### config.mk
export PLATFORM = sky130hd
export DESIGN_NAME = dscc_config
export DESIGN_NICKNAME = d
export VERILOG_FILES = /design/src/hw/dscc_pkg.sv /design/src/hw/dscc_config.sv /design/src/hw/dscc_reply_timer.sv
export SDC_FILE = /design/constraint.sdc
export NUM_CORES = 1
export LEC_CHECK = 0
export ABC_AREA = 1
export BUFFER_PORTS_ARGS = -buffer_cell sky130_fd_sc_hd__buf_2
export CAP_MARGIN = 20
export CORE_MARGIN = 1.5
export CORE_UTILIZATION = 45
export DETAILED_ROUTE_END_ITERATION = 8
export GPL_ROUTABILITY_DRIVEN = 0
export PLACE_DENSITY = 0.8
export SETUP_SLACK_MARGIN = 0.1
export SYNTH_ARGS = -nofsm -noshare
export SYNTH_HDL_FRONTEND = slang
export SYNTH_SLANG_ARGS = --single-unit
### constraint.sdc
create_clock -name sys_clk_in -period 3.39 [get_ports sys_clk_in]
set_clock_uncertainty 0.15 [all_clocks]
set_input_delay 0 -clock sys_clk_in [delete_from_list [all_inputs] [get_ports sys_clk_in]]
set_output_delay 0 -clock sys_clk_in [all_outputs]
set_load 0.005 [all_outputs]
### src/hw/dscc_pkg.sv
// Package: constants, encodings and decode tables for the serial comm configuration block
package dscc_pkg;

    // Clock and timing
    localparam int CLK_PERIOD_NS    = 8;
    localparam int TD_UNIT_NS       = 1000000;
    localparam int TD_UNIT_CYCLES   = TD_UNIT_NS / CLK_PERIOD_NS;
    localparam int POWERUP_DELAY_MS = 1000;
    localparam int POWERUP_CYCLES   = POWERUP_DELAY_MS * 1000000 / CLK_PERIOD_NS;

    // Widths
    localparam int DATA_W  = 16;
    localparam int PROTO_W = 9;
    localparam int DLY_W   = 24;

    // Setting selects on the command port
    localparam logic [2:0] SEL_PROTO = 3'h0;
    localparam logic [2:0] SEL_TD    = 3'h1;
    localparam logic [2:0] SEL_BR    = 3'h2;
    localparam logic [2:0] SEL_DA    = 3'h3;
    localparam logic [2:0] SEL_CO    = 3'h4;
    localparam logic [2:0] SEL_CB    = 3'h5;

    // Protocol settings word bit positions
    localparam int PR_STD_LANG    = 0;
    localparam int PR_ADDR_ALWAYS = 1;
    localparam int PR_ACK_NAK     = 2;
    localparam int PR_CSUM_RSVD   = 3;
    localparam int PR_RS485_ADAPT = 4;
    localparam int PR_REG_3DIGIT  = 5;
    localparam int PR_CSUM_TYPE   = 6;
    localparam int PR_ENDIAN      = 7;
    localparam int PR_FOUR_WIRE   = 8;

    // Reset values and ranges
    localparam logic [8:0]  PROTO_RST = 9'h00F;
    localparam logic [15:0] PROTO_MAX = 16'h01FF;
    localparam logic [6:0]  TD_RST    = 7'h02;
    localparam logic [15:0] TD_MAX    = 16'h0064;
    localparam logic [2:0]  BR_RST    = 3'h1;
    localparam logic [15:0] BR_MIN    = 16'h0001;
    localparam logic [15:0] BR_MAX    = 16'h0005;
    localparam logic [5:0]  DA_RST    = 6'h20;
    localparam logic [15:0] DA_MIN    = 16'h0001;
    localparam logic [15:0] DA_MAX    = 16'h0020;
    localparam logic [6:0]  CO_RST    = 7'h01;
    localparam logic [15:0] CO_MIN    = 16'h0001;
    localparam logic [15:0] CO_MAX    = 16'h007F;
    localparam logic [2:0]  CB_RST    = 3'h0;
    localparam logic [15:0] CB_MAX    = 16'h0007;

    // Power-up operating modes that take the stored bit rate
    localparam logic [3:0] PM_CMD_LANG = 4'h1;
    localparam logic [3:0] PM_QUEUED   = 4'h2;

    // Address character split points
    localparam logic [5:0] DA_DIGIT_TOP = 6'h10;
    localparam logic [5:0] DA_LAST      = 6'h20;
    localparam logic [7:0] CHAR_DIGIT   = 8'h30;
    localparam logic [7:0] CHAR_PUNCT   = 8'h10;

    // Network index
    localparam logic [3:0]  NET_DHCP_IDX = 4'hF;
    localparam logic [31:0] NET_IP_ZERO  = 32'h0A0A0A0A;
    localparam logic [23:0] NET_PFX_ONE  = 24'hC0A801;
    localparam logic [23:0] NET_PFX_ZERO = 24'hC0A800;
    localparam logic [3:0]  NET_ONE_TOP  = 4'h3;

    function automatic logic [16:0] serial_bps(input logic [2:0] code);
        case (code)
            3'h1:    serial_bps = 17'h02580;
            3'h2:    serial_bps = 17'h04B00;
            3'h3:    serial_bps = 17'h09600;
            3'h4:    serial_bps = 17'h0E100;
            3'h5:    serial_bps = 17'h1C200;
            default: serial_bps = 17'h00000;
        endcase
    endfunction

    function automatic logic [19:0] fieldbus_bps(input logic [2:0] code);
        case (code)
            3'h0:    fieldbus_bps = 20'hF4240;
            3'h1:    fieldbus_bps = 20'hC3500;
            3'h2:    fieldbus_bps = 20'h7A120;
            3'h3:    fieldbus_bps = 20'h3D090;
            3'h4:    fieldbus_bps = 20'h1E848;
            3'h5:    fieldbus_bps = 20'h0C350;
            3'h6:    fieldbus_bps = 20'h061A8;
            default: fieldbus_bps = 20'h030D4;
        endcase
    endfunction

    function automatic logic [7:0] addr_char(input logic [5:0] addr);
        if (addr == DA_LAST)
            addr_char = CHAR_DIGIT;
        else if (addr <= DA_DIGIT_TOP)
            addr_char = CHAR_DIGIT + {2'h0, addr};
        else
            addr_char = CHAR_PUNCT + {2'h0, addr};
    endfunction

    function automatic logic [31:0] net_ip(input logic [3:0] idx);
        logic [7:0] host;
        host = 8'({4'h0, idx} * 8'h0A);
        if (idx == 4'h0)
            net_ip = NET_IP_ZERO;
        else if (idx <= NET_ONE_TOP)
            net_ip = {NET_PFX_ONE, host};
        else if (idx == NET_DHCP_IDX)
            net_ip = 32'h00000000;
        else
            net_ip = {NET_PFX_ZERO, host};
    endfunction

endpackage

### src/hw/dscc_config.sv
// Serial and fieldbus communication settings of the drive, with delayed command replies
`timescale 1ns/1ns
`default_nettype none
// What this block does
// - Word bits 0-3: std language, address, ack, checksum
// - Word bit 4 adaptor, bit 5 3-digit addressing
// - Word bits 6-8: checksum type, endian, wires
// - Word written and read back as value
// - Reply waits programmable delay 0-100, default 2
// - Bit-rate codes 1-5 decode 9600 to 115200
// - After one second, stored rate taken if mode
// - Bit-rate command accepted when no write is pending and no reply is in progress
// - Address 1-32, default 32, mapped to character
// - Node identifier 1-127, default 1
// - Same index selects network address or DHCP
// - Fieldbus rate codes 0-7, 1M down to 12.5K
module dscc_config #(
    parameter int TD_UNIT_CYCLES = dscc_pkg::TD_UNIT_CYCLES,
    parameter int POWERUP_CYCLES = dscc_pkg::POWERUP_CYCLES
) (
    input  wire logic        sys_clk_in,
    input  wire logic        rst_n_in,
    input  wire logic        cmd_valid_in,
    input  wire logic        cmd_write_in,
    input  wire logic [2:0]  cmd_sel_in,
    input  wire logic [15:0] cmd_data_in,
    input  wire logic        msg_busy_in,
    input  wire logic [3:0]  power_up_operating_mode_in,
    input  wire logic [2:0]  nv_bit_rate_code_in,
    output logic             cmd_ready_out,
    output logic             reply_valid_out,
    output logic [15:0]      reply_data_out,
    output logic             reply_nak_out,
    output logic [8:0]       protocol_settings_out,
    output logic [6:0]       reply_transmit_delay_out,
    output logic [2:0]       serial_bit_rate_code_out,
    output logic [16:0]      serial_bit_rate_bps_out,
    output logic [5:0]       multidrop_drive_address_out,
    output logic [7:0]       drive_address_char_out,
    output logic [6:0]       node_id_or_net_index_out,
    output logic [31:0]      net_address_out,
    output logic             net_dhcp_out,
    output logic [2:0]       fieldbus_bit_rate_code_out,
    output logic [19:0]      fieldbus_bit_rate_bps_out,
    output logic             powerup_done_out
);
    localparam int PU_W = $clog2(POWERUP_CYCLES + 1);
    localparam int DW   = dscc_pkg::DLY_W;

    // Stored settings
    logic [8:0]  proto_q, proto_d;
    logic [6:0]  td_q, td_d;
    logic [2:0]  br_q, br_d;
    logic [5:0]  da_q, da_d;
    logic [6:0]  co_q, co_d;
    logic [2:0]  cb_q, cb_d;

    // Pending write, held while a message is in flight
    logic        pend_q;
    logic [2:0]  pend_sel_q;
    logic [15:0] pend_data_q;

    // Power-up rate switch
    logic [PU_W-1:0] pu_cnt_q;
    logic            pu_done_q;

    // Reply timer
    logic          tmr_busy;
    logic          tmr_done;
    logic [DW-1:0] td_cycles;

    // Command decode
    wire accept    = cmd_valid_in && cmd_ready_out;
    wire ok_proto  = cmd_data_in <= dscc_pkg::PROTO_MAX;
    wire ok_td     = cmd_data_in <= dscc_pkg::TD_MAX;
    wire ok_br     = cmd_data_in >= dscc_pkg::BR_MIN && cmd_data_in <= dscc_pkg::BR_MAX;
    wire ok_da     = cmd_data_in >= dscc_pkg::DA_MIN && cmd_data_in <= dscc_pkg::DA_MAX;
    wire ok_co     = cmd_data_in >= dscc_pkg::CO_MIN && cmd_data_in <= dscc_pkg::CO_MAX;
    wire ok_cb     = cmd_data_in <= dscc_pkg::CB_MAX;
    wire sel_known = cmd_sel_in <= dscc_pkg::SEL_CB;
    wire wr_ok     = (cmd_sel_in == dscc_pkg::SEL_PROTO) ? ok_proto :
                     (cmd_sel_in == dscc_pkg::SEL_TD)    ? ok_td    :
                     (cmd_sel_in == dscc_pkg::SEL_BR)    ? ok_br    :
                     (cmd_sel_in == dscc_pkg::SEL_DA)    ? ok_da    :
                     (cmd_sel_in == dscc_pkg::SEL_CO)    ? ok_co    :
                     (cmd_sel_in == dscc_pkg::SEL_CB)    ? ok_cb    : 1'b0;
    wire wr_take   = accept && cmd_write_in && wr_ok;
    wire ack_en    = proto_q[dscc_pkg::PR_ACK_NAK];
    wire rep_start = accept && (!cmd_write_in || ack_en);
    wire [15:0] rd_val =
        (cmd_sel_in == dscc_pkg::SEL_PROTO) ? {7'h00, proto_q} :
        (cmd_sel_in == dscc_pkg::SEL_TD)    ? {9'h000, td_q}   :
        (cmd_sel_in == dscc_pkg::SEL_BR)    ? {13'h0000, br_q} :
        (cmd_sel_in == dscc_pkg::SEL_DA)    ? {10'h000, da_q}  :
        (cmd_sel_in == dscc_pkg::SEL_CO)    ? {9'h000, co_q}   :
        (cmd_sel_in == dscc_pkg::SEL_CB)    ? {13'h0000, cb_q} : 16'h0000;
    wire rep_nak   = cmd_write_in ? !wr_ok : !sel_known;

    // Pending write lands once the current message is over
    wire apply     = pend_q && !msg_busy_in;
    wire ap_proto  = apply && pend_sel_q == dscc_pkg::SEL_PROTO;
    wire ap_td     = apply && pend_sel_q == dscc_pkg::SEL_TD;
    wire ap_br     = apply && pend_sel_q == dscc_pkg::SEL_BR;
    wire ap_da     = apply && pend_sel_q == dscc_pkg::SEL_DA;
    wire ap_co     = apply && pend_sel_q == dscc_pkg::SEL_CO;
    wire ap_cb     = apply && pend_sel_q == dscc_pkg::SEL_CB;

    // Power-up: stored bit rate taken only in command-language or queued mode
    wire pu_fire   = !pu_done_q && (pu_cnt_q == PU_W'(POWERUP_CYCLES - 1));
    wire pm_ok     = power_up_operating_mode_in == dscc_pkg::PM_CMD_LANG ||
                     power_up_operating_mode_in == dscc_pkg::PM_QUEUED;
    wire nv_ok     = nv_bit_rate_code_in >= dscc_pkg::BR_MIN[2:0] &&
                     nv_bit_rate_code_in <= dscc_pkg::BR_MAX[2:0];
    wire pu_take   = pu_fire && pm_ok && nv_ok;

    assign proto_d = ap_proto ? pend_data_q[8:0] : proto_q;
    assign td_d    = ap_td    ? pend_data_q[6:0] : td_q;
    assign br_d    = ap_br    ? pend_data_q[2:0] :
                     pu_take  ? nv_bit_rate_code_in : br_q;
    assign da_d    = ap_da    ? pend_data_q[5:0] : da_q;
    assign co_d    = ap_co    ? pend_data_q[6:0] : co_q;
    assign cb_d    = ap_cb    ? pend_data_q[2:0] : cb_q;

    // A new command waits for the pending write and any reply in progress
    assign cmd_ready_out   = !pend_q && !tmr_busy;
    assign reply_valid_out = tmr_done;
    assign td_cycles       = DW'(td_q) * DW'(TD_UNIT_CYCLES);

    dscc_reply_timer #(
        .CNT_W (DW)
    ) u_reply_timer (
        .sys_clk_in (sys_clk_in),
        .rst_n_in   (rst_n_in),
        .start_in   (rep_start),
        .load_in    (td_cycles),
        .busy_out   (tmr_busy),
        .done_out   (tmr_done)
    );

    always_ff @(posedge sys_clk_in or negedge rst_n_in) begin
        if (!rst_n_in) begin
            proto_q <= dscc_pkg::PROTO_RST;
            td_q    <= dscc_pkg::TD_RST;
            br_q    <= dscc_pkg::BR_RST;
            da_q    <= dscc_pkg::DA_RST;
            co_q    <= dscc_pkg::CO_RST;
            cb_q    <= dscc_pkg::CB_RST;
        end else begin
            proto_q <= proto_d;
            td_q    <= td_d;
            br_q    <= br_d;
            da_q    <= da_d;
            co_q    <= co_d;
            cb_q    <= cb_d;
        end
    end

    always_ff @(posedge sys_clk_in or negedge rst_n_in) begin
        if (!rst_n_in) begin
            pend_q      <= 1'b0;
            pend_sel_q  <= 3'h0;
            pend_data_q <= 16'h0000;
        end else if (wr_take) begin
            pend_q      <= 1'b1;
            pend_sel_q  <= cmd_sel_in;
            pend_data_q <= cmd_data_in;
        end else if (apply) begin
            pend_q      <= 1'b0;
        end
    end

    always_ff @(posedge sys_clk_in or negedge rst_n_in) begin
        if (!rst_n_in) begin
            reply_data_out <= 16'h0000;
            reply_nak_out  <= 1'b0;
        end else if (rep_start) begin
            reply_data_out <= cmd_write_in ? 16'h0000 : rd_val;
            reply_nak_out  <= rep_nak;
        end
    end

    always_ff @(posedge sys_clk_in or negedge rst_n_in) begin
        if (!rst_n_in) begin
            pu_cnt_q  <= '0;
            pu_done_q <= 1'b0;
        end else if (pu_fire) begin
            pu_done_q <= 1'b1;
        end else if (!pu_done_q) begin
            pu_cnt_q  <= pu_cnt_q + PU_W'(1);
        end
    end

    // Registered views of the settings
    always_ff @(posedge sys_clk_in or negedge rst_n_in) begin
        if (!rst_n_in) begin
            protocol_settings_out       <= dscc_pkg::PROTO_RST;
            reply_transmit_delay_out    <= dscc_pkg::TD_RST;
            serial_bit_rate_code_out    <= dscc_pkg::BR_RST;
            serial_bit_rate_bps_out     <= dscc_pkg::serial_bps(dscc_pkg::BR_RST);
            multidrop_drive_address_out <= dscc_pkg::DA_RST;
            drive_address_char_out      <= dscc_pkg::addr_char(dscc_pkg::DA_RST);
            node_id_or_net_index_out    <= dscc_pkg::CO_RST;
            net_address_out             <= dscc_pkg::net_ip(dscc_pkg::CO_RST[3:0]);
            net_dhcp_out                <= 1'b0;
            fieldbus_bit_rate_code_out  <= dscc_pkg::CB_RST;
            fieldbus_bit_rate_bps_out   <= dscc_pkg::fieldbus_bps(dscc_pkg::CB_RST);
            powerup_done_out            <= 1'b0;
        end else begin
            protocol_settings_out       <= proto_q;
            reply_transmit_delay_out    <= td_q;
            serial_bit_rate_code_out    <= br_q;
            serial_bit_rate_bps_out     <= dscc_pkg::serial_bps(br_q);
            multidrop_drive_address_out <= da_q;
            drive_address_char_out      <= dscc_pkg::addr_char(da_q);
            node_id_or_net_index_out    <= co_q;
            net_address_out             <= dscc_pkg::net_ip(co_q[3:0]);
            net_dhcp_out                <= co_q[3:0] == dscc_pkg::NET_DHCP_IDX;
            fieldbus_bit_rate_code_out  <= cb_q;
            fieldbus_bit_rate_bps_out   <= dscc_pkg::fieldbus_bps(cb_q);
            powerup_done_out            <= pu_done_q;
        end
    end

    // Assertion helpers: cycles spent waiting and the wait that was loaded
    logic [DW-1:0] wait_cnt_q;
    logic [DW-1:0] wait_exp_q;

    always_ff @(posedge sys_clk_in or negedge rst_n_in) begin
        if (!rst_n_in) begin
            wait_cnt_q <= '0;
            wait_exp_q <= '0;
        end else if (rep_start) begin
            wait_cnt_q <= '0;
            wait_exp_q <= td_cycles;
        end else if (tmr_busy && !tmr_done) begin
            wait_cnt_q <= wait_cnt_q + DW'(1);
        end
    end

    property p_reply_delay;
        @(posedge sys_clk_in) disable iff (!rst_n_in)
        reply_valid_out |-> (wait_cnt_q == wait_exp_q);
    endproperty
    a_reply_delay: assert property (p_reply_delay) else $error("Reply left before delay");

    property p_td_range;
        @(posedge sys_clk_in) disable iff (!rst_n_in)
        ##1 (16'(td_q) <= dscc_pkg::TD_MAX);
    endproperty
    a_td_range: assert property (p_td_range) else $error("Delay setting out of range");

    property p_proto_write;
        @(posedge sys_clk_in) disable iff (!rst_n_in)
        ap_proto |=> {7'h00, proto_q} == $past(pend_data_q) ##1
                     protocol_settings_out == $past(proto_q);
    endproperty
    a_proto_write: assert property (p_proto_write) else $error("Protocol word not stored");

    property p_read_back;
        @(posedge sys_clk_in) disable iff (!rst_n_in)
        (accept && !cmd_write_in && cmd_sel_in == dscc_pkg::SEL_PROTO)
            |=> reply_data_out == {7'h00, $past(proto_q)} && !reply_nak_out;
    endproperty
    a_read_back: assert property (p_read_back) else $error("Protocol read wrong value");

    property p_reject;
        @(posedge sys_clk_in) disable iff (!rst_n_in)
        (accept && cmd_write_in && !wr_ok) |=> !pend_q ##0 $stable(proto_q) ##0
                                               $stable(da_q) ##0 $stable(co_q);
    endproperty
    a_reject: assert property (p_reject) else $error("Bad write was stored");

    property p_hold_busy;
        @(posedge sys_clk_in) disable iff (!rst_n_in)
        (pend_q && msg_busy_in) |=> $stable(proto_q) && $stable(td_q) &&
                                    $stable(da_q) && $stable(cb_q) && pend_q;
    endproperty
    a_hold_busy: assert property (p_hold_busy) else $error("Setting changed mid message");

    property p_rate_write;
        @(posedge sys_clk_in) disable iff (!rst_n_in)
        ap_br |=> {13'h0000, br_q} == $past(pend_data_q) ##1
                  serial_bit_rate_bps_out == dscc_pkg::serial_bps($past(br_q));
    endproperty
    a_rate_write: assert property (p_rate_write) else $error("Bit rate not applied");

    property p_powerup;
        @(posedge sys_clk_in) disable iff (!rst_n_in)
        (pu_take && !ap_br) |=> br_q == $past(nv_bit_rate_code_in) && pu_done_q;
    endproperty
    a_powerup: assert property (p_powerup) else $error("Power-up rate not taken");

    property p_addr_char;
        @(posedge sys_clk_in) disable iff (!rst_n_in)
        (da_q == dscc_pkg::DA_LAST) |=> drive_address_char_out == dscc_pkg::CHAR_DIGIT;
    endproperty
    a_addr_char: assert property (p_addr_char) else $error("Address 32 char wrong");

    property p_node_range;
        @(posedge sys_clk_in) disable iff (!rst_n_in)
        ##1 co_q != 7'h00;
    endproperty
    a_node_range: assert property (p_node_range) else $error("Node id zero");

    property p_fb_slowest;
        @(posedge sys_clk_in) disable iff (!rst_n_in)
        (cb_q == 3'h7) |=> fieldbus_bit_rate_bps_out == 20'h030D4;
    endproperty
    a_fb_slowest: assert property (p_fb_slowest) else $error("Fieldbus rate decode wrong");

    c_reply_wait: cover property (@(posedge sys_clk_in) disable iff (!rst_n_in)
                                  rep_start ##[2:300] reply_valid_out);
    c_rejected:   cover property (@(posedge sys_clk_in) disable iff (!rst_n_in)
                                  accept && cmd_write_in && !wr_ok);
    c_held:       cover property (@(posedge sys_clk_in) disable iff (!rst_n_in)
                                  pend_q && msg_busy_in ##1 apply);
    c_powerup:    cover property (@(posedge sys_clk_in) disable iff (!rst_n_in) pu_take);
endmodule // dscc_config
`default_nettype wire

### src/hw/dscc_reply_timer.sv
// Down-counter that holds a reply back for a programmed number of cycles
`timescale 1ns/1ns
`default_nettype none
module dscc_reply_timer #(
    parameter int CNT_W = dscc_pkg::DLY_W
) (
    input  wire logic             sys_clk_in,
    input  wire logic             rst_n_in,
    input  wire logic             start_in,
    input  wire logic [CNT_W-1:0] load_in,
    output logic                  busy_out,
    output logic                  done_out
);
    typedef enum logic {DSCC_TMR_IDLE, DSCC_TMR_WAIT} dscc_tmr_state_t;

    dscc_tmr_state_t  state_q;
    dscc_tmr_state_t  state_d;
    logic [CNT_W-1:0] cnt_q;
    logic [CNT_W-1:0] cnt_d;

    assign busy_out = (state_q == DSCC_TMR_WAIT);
    assign done_out = busy_out && (cnt_q == '0);

    always_comb begin
        state_d = state_q;
        cnt_d   = cnt_q;
        case (state_q)
            DSCC_TMR_IDLE: begin
                if (start_in) begin
                    state_d = DSCC_TMR_WAIT;
                    cnt_d   = load_in;
                end
            end
            DSCC_TMR_WAIT: begin
                if (cnt_q == '0)
                    state_d = DSCC_TMR_IDLE;
                else
                    cnt_d = cnt_q - CNT_W'(1);
            end
            default: state_d = DSCC_TMR_IDLE;
        endcase
    end

    always_ff @(posedge sys_clk_in or negedge rst_n_in) begin
        if (!rst_n_in) begin
            state_q <= DSCC_TMR_IDLE;
            cnt_q   <= '0;
        end else begin
            state_q <= state_d;
            cnt_q   <= cnt_d;
        end
    end
endmodule // dscc_reply_timer
`default_nettype wire

### Yosys cells after proc, flatten, opt, wreduce, memory -nomap -nowiden

Index checks and enable logic that the tools add are counted.

| storage, ports and cells | value |
|---|---|
| bits in registers | 232 |

| cells by class | value |
|---|---|
| $add $sub $neg | 4 |
| multiply operators | 2 |
| order comparisons | 12 |
| equality and inequality tests | 28 |
| muxes and demuxes | 31 |
| bitwise operators | 3 |
| reductions and logical operators | 38 |

Operators with widths:

| cell | count |
|---|---|
| 20-bit one-hot mux with 7 select lines | 1 |
| 32-bit two-way mux | 3 |
| 17-bit one-hot mux with 5 select lines | 1 |
| 24-bit two-way mux | 2 |
| 24-bit one-hot mux with 2 select lines | 1 |
| 7-bit two-way mux | 6 |
| 16-bit by 3-bit less-or-equal comparator with 1-bit output, second input constant | 2 |
| 16-bit by 7-bit less-or-equal comparator with 1-bit output, second input constant | 2 |
| 27-bit by 1-bit adder with 27-bit output, second input constant | 1 |
| 27-bit equality test, second input constant | 1 |
| 3-bit equality test, second input constant | 9 |
| 3-bit by 2-bit equality test with 1-bit output, second input constant | 8 |
| 24-bit logical NOT | 1 |
| 24-bit by 1-bit subtractor with 24-bit output, second input constant | 1 |
| 7-bit by 14-bit multiplier with 21-bit output, second input constant | 1 |
| 1-bit logical AND | 20 |
| 9-bit two-way mux | 2 |
| 16-bit by 1-bit greater-or-equal comparator with 1-bit output, second input constant | 1 |
| 16-bit by 6-bit less-or-equal comparator with 1-bit output, second input constant | 1 |
| 16-bit by 9-bit less-or-equal comparator with 1-bit output, second input constant | 1 |
| 3-bit by 1-bit equality test with 1-bit output, second input constant | 4 |
| 1-bit two-way mux | 11 |
| 3-bit logical NOT | 3 |
| 3-bit two-way mux | 3 |
| other kinds (19) | 32 |

### Logic depth before layout (Yosys ltp)

| logic depth | value |
|---|---|
| word-level depth | 9 |
| mapped depth | 17 |
| mapped depth without buffers | 17 |

### By module

Synthesis repeated with hierarchy kept, for this count alone.

| unflattened totals | value |
|---|---|
| cell total of the unflattened synthesis | 1281 |
| area, all modules | 10837.9 um^2 |

By module, submodules not included:

| module | times used | cells each | area an instance (um^2) | seq. area each (um^2) |
|---|---|---|---|---|
| dscc_config | 1 | 954 | 8777.2 | 4271.6 |
| dscc_reply_timer | 1 | 327 | 2060.7 | 625.6 |

### Worst setup path before layout

Ideal clock, no wire load.

| timing | value |
|---|---|
| kind | register to register |
| start point | register td_q[1] |
| end point | register u_reply_timer.cnt_q[23] |
| library setup time | 0.117 ns |
| arrival | 3.466 ns |
| data required time | 3.123 ns |
| path slack | -0.342 ns |
| cell stages (with the launch flop) | 16 |
| buffers on the path | 0 |
| cell sequence | dfstp_2 fa_1 ha_1 inv_1 fa_1 inv_1 fa_1 ha_1 a21oi_1 o21ai_0 a21oi_1 nand3_1 nand2_1 o21ai_0 nand2_1 nand2_1 |

| on the way | value |
|---|---|
| word-level cells in the longest chain between the ends | 3 |

RTL lines:

| element | RTL line | source |
|---|---|---|
| start: declaration | dscc_config.sv:52 | `logic [6:0] td_q, td_d;` |
| start signal: assignment | dscc_config.sv:143 | `td_q <= dscc_pkg::TD_RST;` |
| start signal: assignment | dscc_config.sv:150 | `td_q <= td_d;` |
| 7-bit by 14-bit multiplier with 21-bit output | dscc_config.sv:127 | `assign td_cycles = DW'(td_q) * DW'(TD_UNIT_CYCLES);` |
| 24-bit two-way mux | dscc_reply_timer.sv:29 | `if (start_in) begin` |
| 24-bit one-hot mux with 2 select lines | dscc_reply_timer.sv:27 | `case (state_q)` |
| end signal: assignment | dscc_reply_timer.sv:50 | `cnt_q <= cnt_d;` |
| end: declaration | dscc_reply_timer.sv:18 | `logic [CNT_W-1:0] cnt_q;` |

Every way passes these cells. The select of a mux whose other input is x is not followed.
A chain may end at the register's enable or synchronous reset.

### Worst setup path in the final report

| timing | value |
|---|---|
| start point | register td_q[1] |
| end point | register u_reply_timer.cnt_q[21] |

The elaborated chain is that of the path after synthesis.

==> flow_metrics.env <==
export IMPL_rows=55
export IMPL_io_pin_count=164
export IMPL_clock_sink_count=194
export IMPL_grt_antenna_before_repair=1
export IMPL_area_growth_syn_to_layout_pct=21.1
export IMPL_post_route_worst_setup_slack_ps=-715
export IMPL_combinational_power_share=0.041
export IMPL_die_area_mm2=0.0240
export IMPL_synth_top_cell_area_share=0.386
export IMPL_library_cells_used_by_synthesis=48
export IMPL_placedInstanceArea_mm2=0.0114
export IMPL_peakVddDrop_mv=0.303
export IMPL_grt_pass1_vias=8536
export IMPL_dpl_hpwl_mm=18.4
export IMPL_route_vias_total=8893
export IMPL_min_period_over_period=1.21
export IMPL_powerDensity_mw_per_mm2=367
export IMPL_critical_path_peak_fanout=5
export IMPL_power_static_leakage_nw=6.38
export IMPL_cp_data_required_time_ps=3570
export IMPL_synth_seq_area_share=0.472
export IMPL_internal_dissipation_w=0.00342
export IMPL_synth_seq_cells=194
export IMPL_post_synth_top_count_cell="nand2_1"
export IMPL_share_seq_of_total_power=0.509
export IMPL_p_total_w=0.00461
export IMPL_grt_usage=0.220
export IMPL_fmaxAchievable_mhz=244
export IMPL_timing_final_crit_period_ps=4100
export IMPL_syn_cell_area_mm2=0.0104
export IMPL_port_buffers=132
export IMPL_first_pass_grt_wire_length_mm=42.0
export IMPL_synth_area_top_cells="dfrtp_1 (39%), nand2_1 (9.0%), dfstp_2 (8.6%)"
export IMPL_clk_pin_slew_ps=80
export IMPL_synth_flop_cell="dfrtp_1"
export IMPL_run_status="finished, violations left"
export IMPL_largest_net_degree_at_the_start_of_global_routing=99
export IMPL_timing_critical_path_from_type="flop"
export IMPL_slew_hr=0.474
export IMPL_layout_nets=1496
export IMPL_gr_total_overflow=0
export IMPL_number_of_warning_messages_in_the_yosys_log=0
export IMPL_synth_area_per_cell_um2=8.59
export IMPL_route_detailed_vias_per_inst=5.25
export IMPL_clock_path_buffers=2
export IMPL_fill_cells=1909
export IMPL_ctsHtreeMaxLevel=4
export IMPL_power_switching_w=0.00120
export IMPL_tritoncts_num_buffers=17
export IMPL_ys_top_cells_by_count="nand2_1 (249), dfrtp_1 (160), inv_1 (138)"
export IMPL_die_x_um=155
export IMPL_fin_tns_setup_ps=-2850
export IMPL_share_of_total_power_in_the_clock_network=0.450
export IMPL_drt_antenna_violating_nets=0
export IMPL_wire_per_inst_um=15.5
export IMPL_yosysTopAreaCell="dfrtp_1"
export IMPL_wirelength_mm=26.3
export IMPL_die_y_um=155
export IMPL_number_of_instances_in_the_synthesized_netlist=1209
export IMPL_initial_utilization=0.459
export IMPL_switching_share=0.260
export IMPL_layout_core_utilization=0.555
export IMPL_layout_cells_sized_above_1=0.210
export IMPL_final_max_slew_violation_count=0
export IMPL_drt_iter0_markers=797
export IMPL_timing_critical_path_to_type="flop"
export IMPL_maxCapViolCount=0
export IMPL_root_cell_of_the_clock_tree="clkbuf_16"
export IMPL_cp_data_arrival_time_ps=4290
export IMPL_final_setup_violating_endpoints=8
export IMPL_clk_insertion_delay_late_ps=440
export IMPL_failed_checks="setup timing"
export IMPL_tightestPinTransition_ps=789
export IMPL_std_cell_core_area_mm2=0.0226
export IMPL_proportion_of_register_bits_with_asynchronous_set_or_reset_after_synthesis=1.00
export IMPL_holdCritPathClass="in -> reg"
export IMPL_finish_instance_area_mm2=0.0126
export IMPL_synth_edff_count=0
export IMPL_rsz0062_at_grt="yes"
export IMPL_timing_final_hold_violations=0
export IMPL_crit_type="reg -> reg"
export IMPL_first_pass_iters=5
export IMPL_tritoncts_clock_tree="built"
export IMPL_drt_drc_violations_left=0
sequential cells by signal, summed over array words and instances, names as in the netlist, 3 cells and up:
register and flops:
br_q 3, cb_q 3, co_q 7, da_q 6
drive_address_char_out 7, fieldbus_bit_rate_bps_out 18, fieldbus_bit_rate_code_out 3, multidrop_drive_address_out 6
net_address_out 11, node_id_or_net_index_out 7, pend_data_q 9, pend_sel_q 3
proto_q 9, protocol_settings_out 9, pu_cnt_q 27, reply_data_out 9
reply_transmit_delay_out 7, serial_bit_rate_bps_out 10, serial_bit_rate_code_out 3, td_q 7
u_reply_timer.cnt_q 24
kinds of logic after synthesis:
family | share of synthesized area
other | 0.000361
XOR/XNOR | 0.0287
buffers and inverters | 0.0922
adder cells (fa/ha/maj) | 0.0945
AO/OA/AOI/OAI | 0.0998
AND/OR/NAND/NOR | 0.213
flip-flops | 0.472
metal layers:
metal  vias to the layer above  global-route usage  wire [um]
met5                         -                   0          0
met4                         0              0.0879        955
met3                        87              0.0370       1640
met2                       378               0.371      12700
met1                      4184               0.282      11000
li1                       4244                   -          -
worst paths after layout:
path                                          endpoint  cells after the start  slack, ps            from
max reg2reg                    u_reply_timer.cnt_q[21]                     16       -710         td_q[1]
max                            u_reply_timer.cnt_q[21]                     16       -710         td_q[1]
min reg2reg                serial_bit_rate_code_out[0]                      0        210         br_q[0]
min in group asynchronous      u_reply_timer.cnt_q[20]                      2         50        rst_n_in
min                                      reply_nak_out                      7         20  cmd_data_in[9]
max in group asynchronous    drive_address_char_out[4]                      3       2170        rst_n_in
cells in the final DEF, fill, tap and decap left out, types with 9 or more instances in the layout:
cell type and instances:
a21oi_1 43, a31oi_1 9, buf_2 131, buf_4 31
clkbuf_16 17, conb_1 31, dfrtp_1 158, dfstp_2 34
dlygate4sd3_1 37, fa_1 14, ha_1 51, inv_1 135
nand2_1 243, nand3_1 56, nand4_1 15, nor2_1 119
nor3_1 27, nor4_1 10, o21ai_0 88, o21ai_1 12
xor2_1 26
critical path: stages, from the launching register on:
cell,delay [ps]
dfstp_2,550
fa_1,430
ha_1,330
inv_2,40
fa_1,490
inv_2,40
fa_1,560
ha_4,250
inv_2,80
nor2_2,50
nor2_1,170
nor3_1,70
nor2_1,230
nand2_1,140
nand2_1,110
nand3_2,80
a31oi_1,230
through the flow:
step | hold WS (ps) | instances | worst slack (ps)
after floorplan | -446 | 1239 | -195
after global routing | 70.4 | 1694 | -797
after detailed placement | -11.2 | 1621 | -347
after global placement | -16.5 | 1621 | -286
after CTS | 11.7 | 1690 | -330
final | 23.8 | 1694 | -715
final cells by class:
class,count,area [um2],area share
Clock inverter,15,200,0.0159
Clock buffer,17,425,0.0338
Inverter,144,541,0.0430
Tap cell,285,357,0.0284
Sequential cell,194,4900,0.390
Antenna cell,1,2.50,0.000199
Timing Repair Buffer,202,1300,0.104
Multi-Input combinational cell,836,4840,0.385
timing repair:
item,in CTS,in global routing
hold endpoints to repair,120,0
hold buffers,37,0
pin swaps,10,12
buffers inserted,1,3
resized for setup,18,23
endpoints found under the setup margin,9,12
power by group through the flow:
stage	clock network, W	registers, W	logic, W
finish	0.00208	0.00235	0.000189
floorplan	0	0.00239	0.0000934
CTS	0.00211	0.00235	0.000190
detailed placement	0	0.00239	0.000168
global placement	0	0.00239	0.000165
global route	0.00221	0.00235	0.000214
No activity file was read; power rests on OpenSTA's default activity.
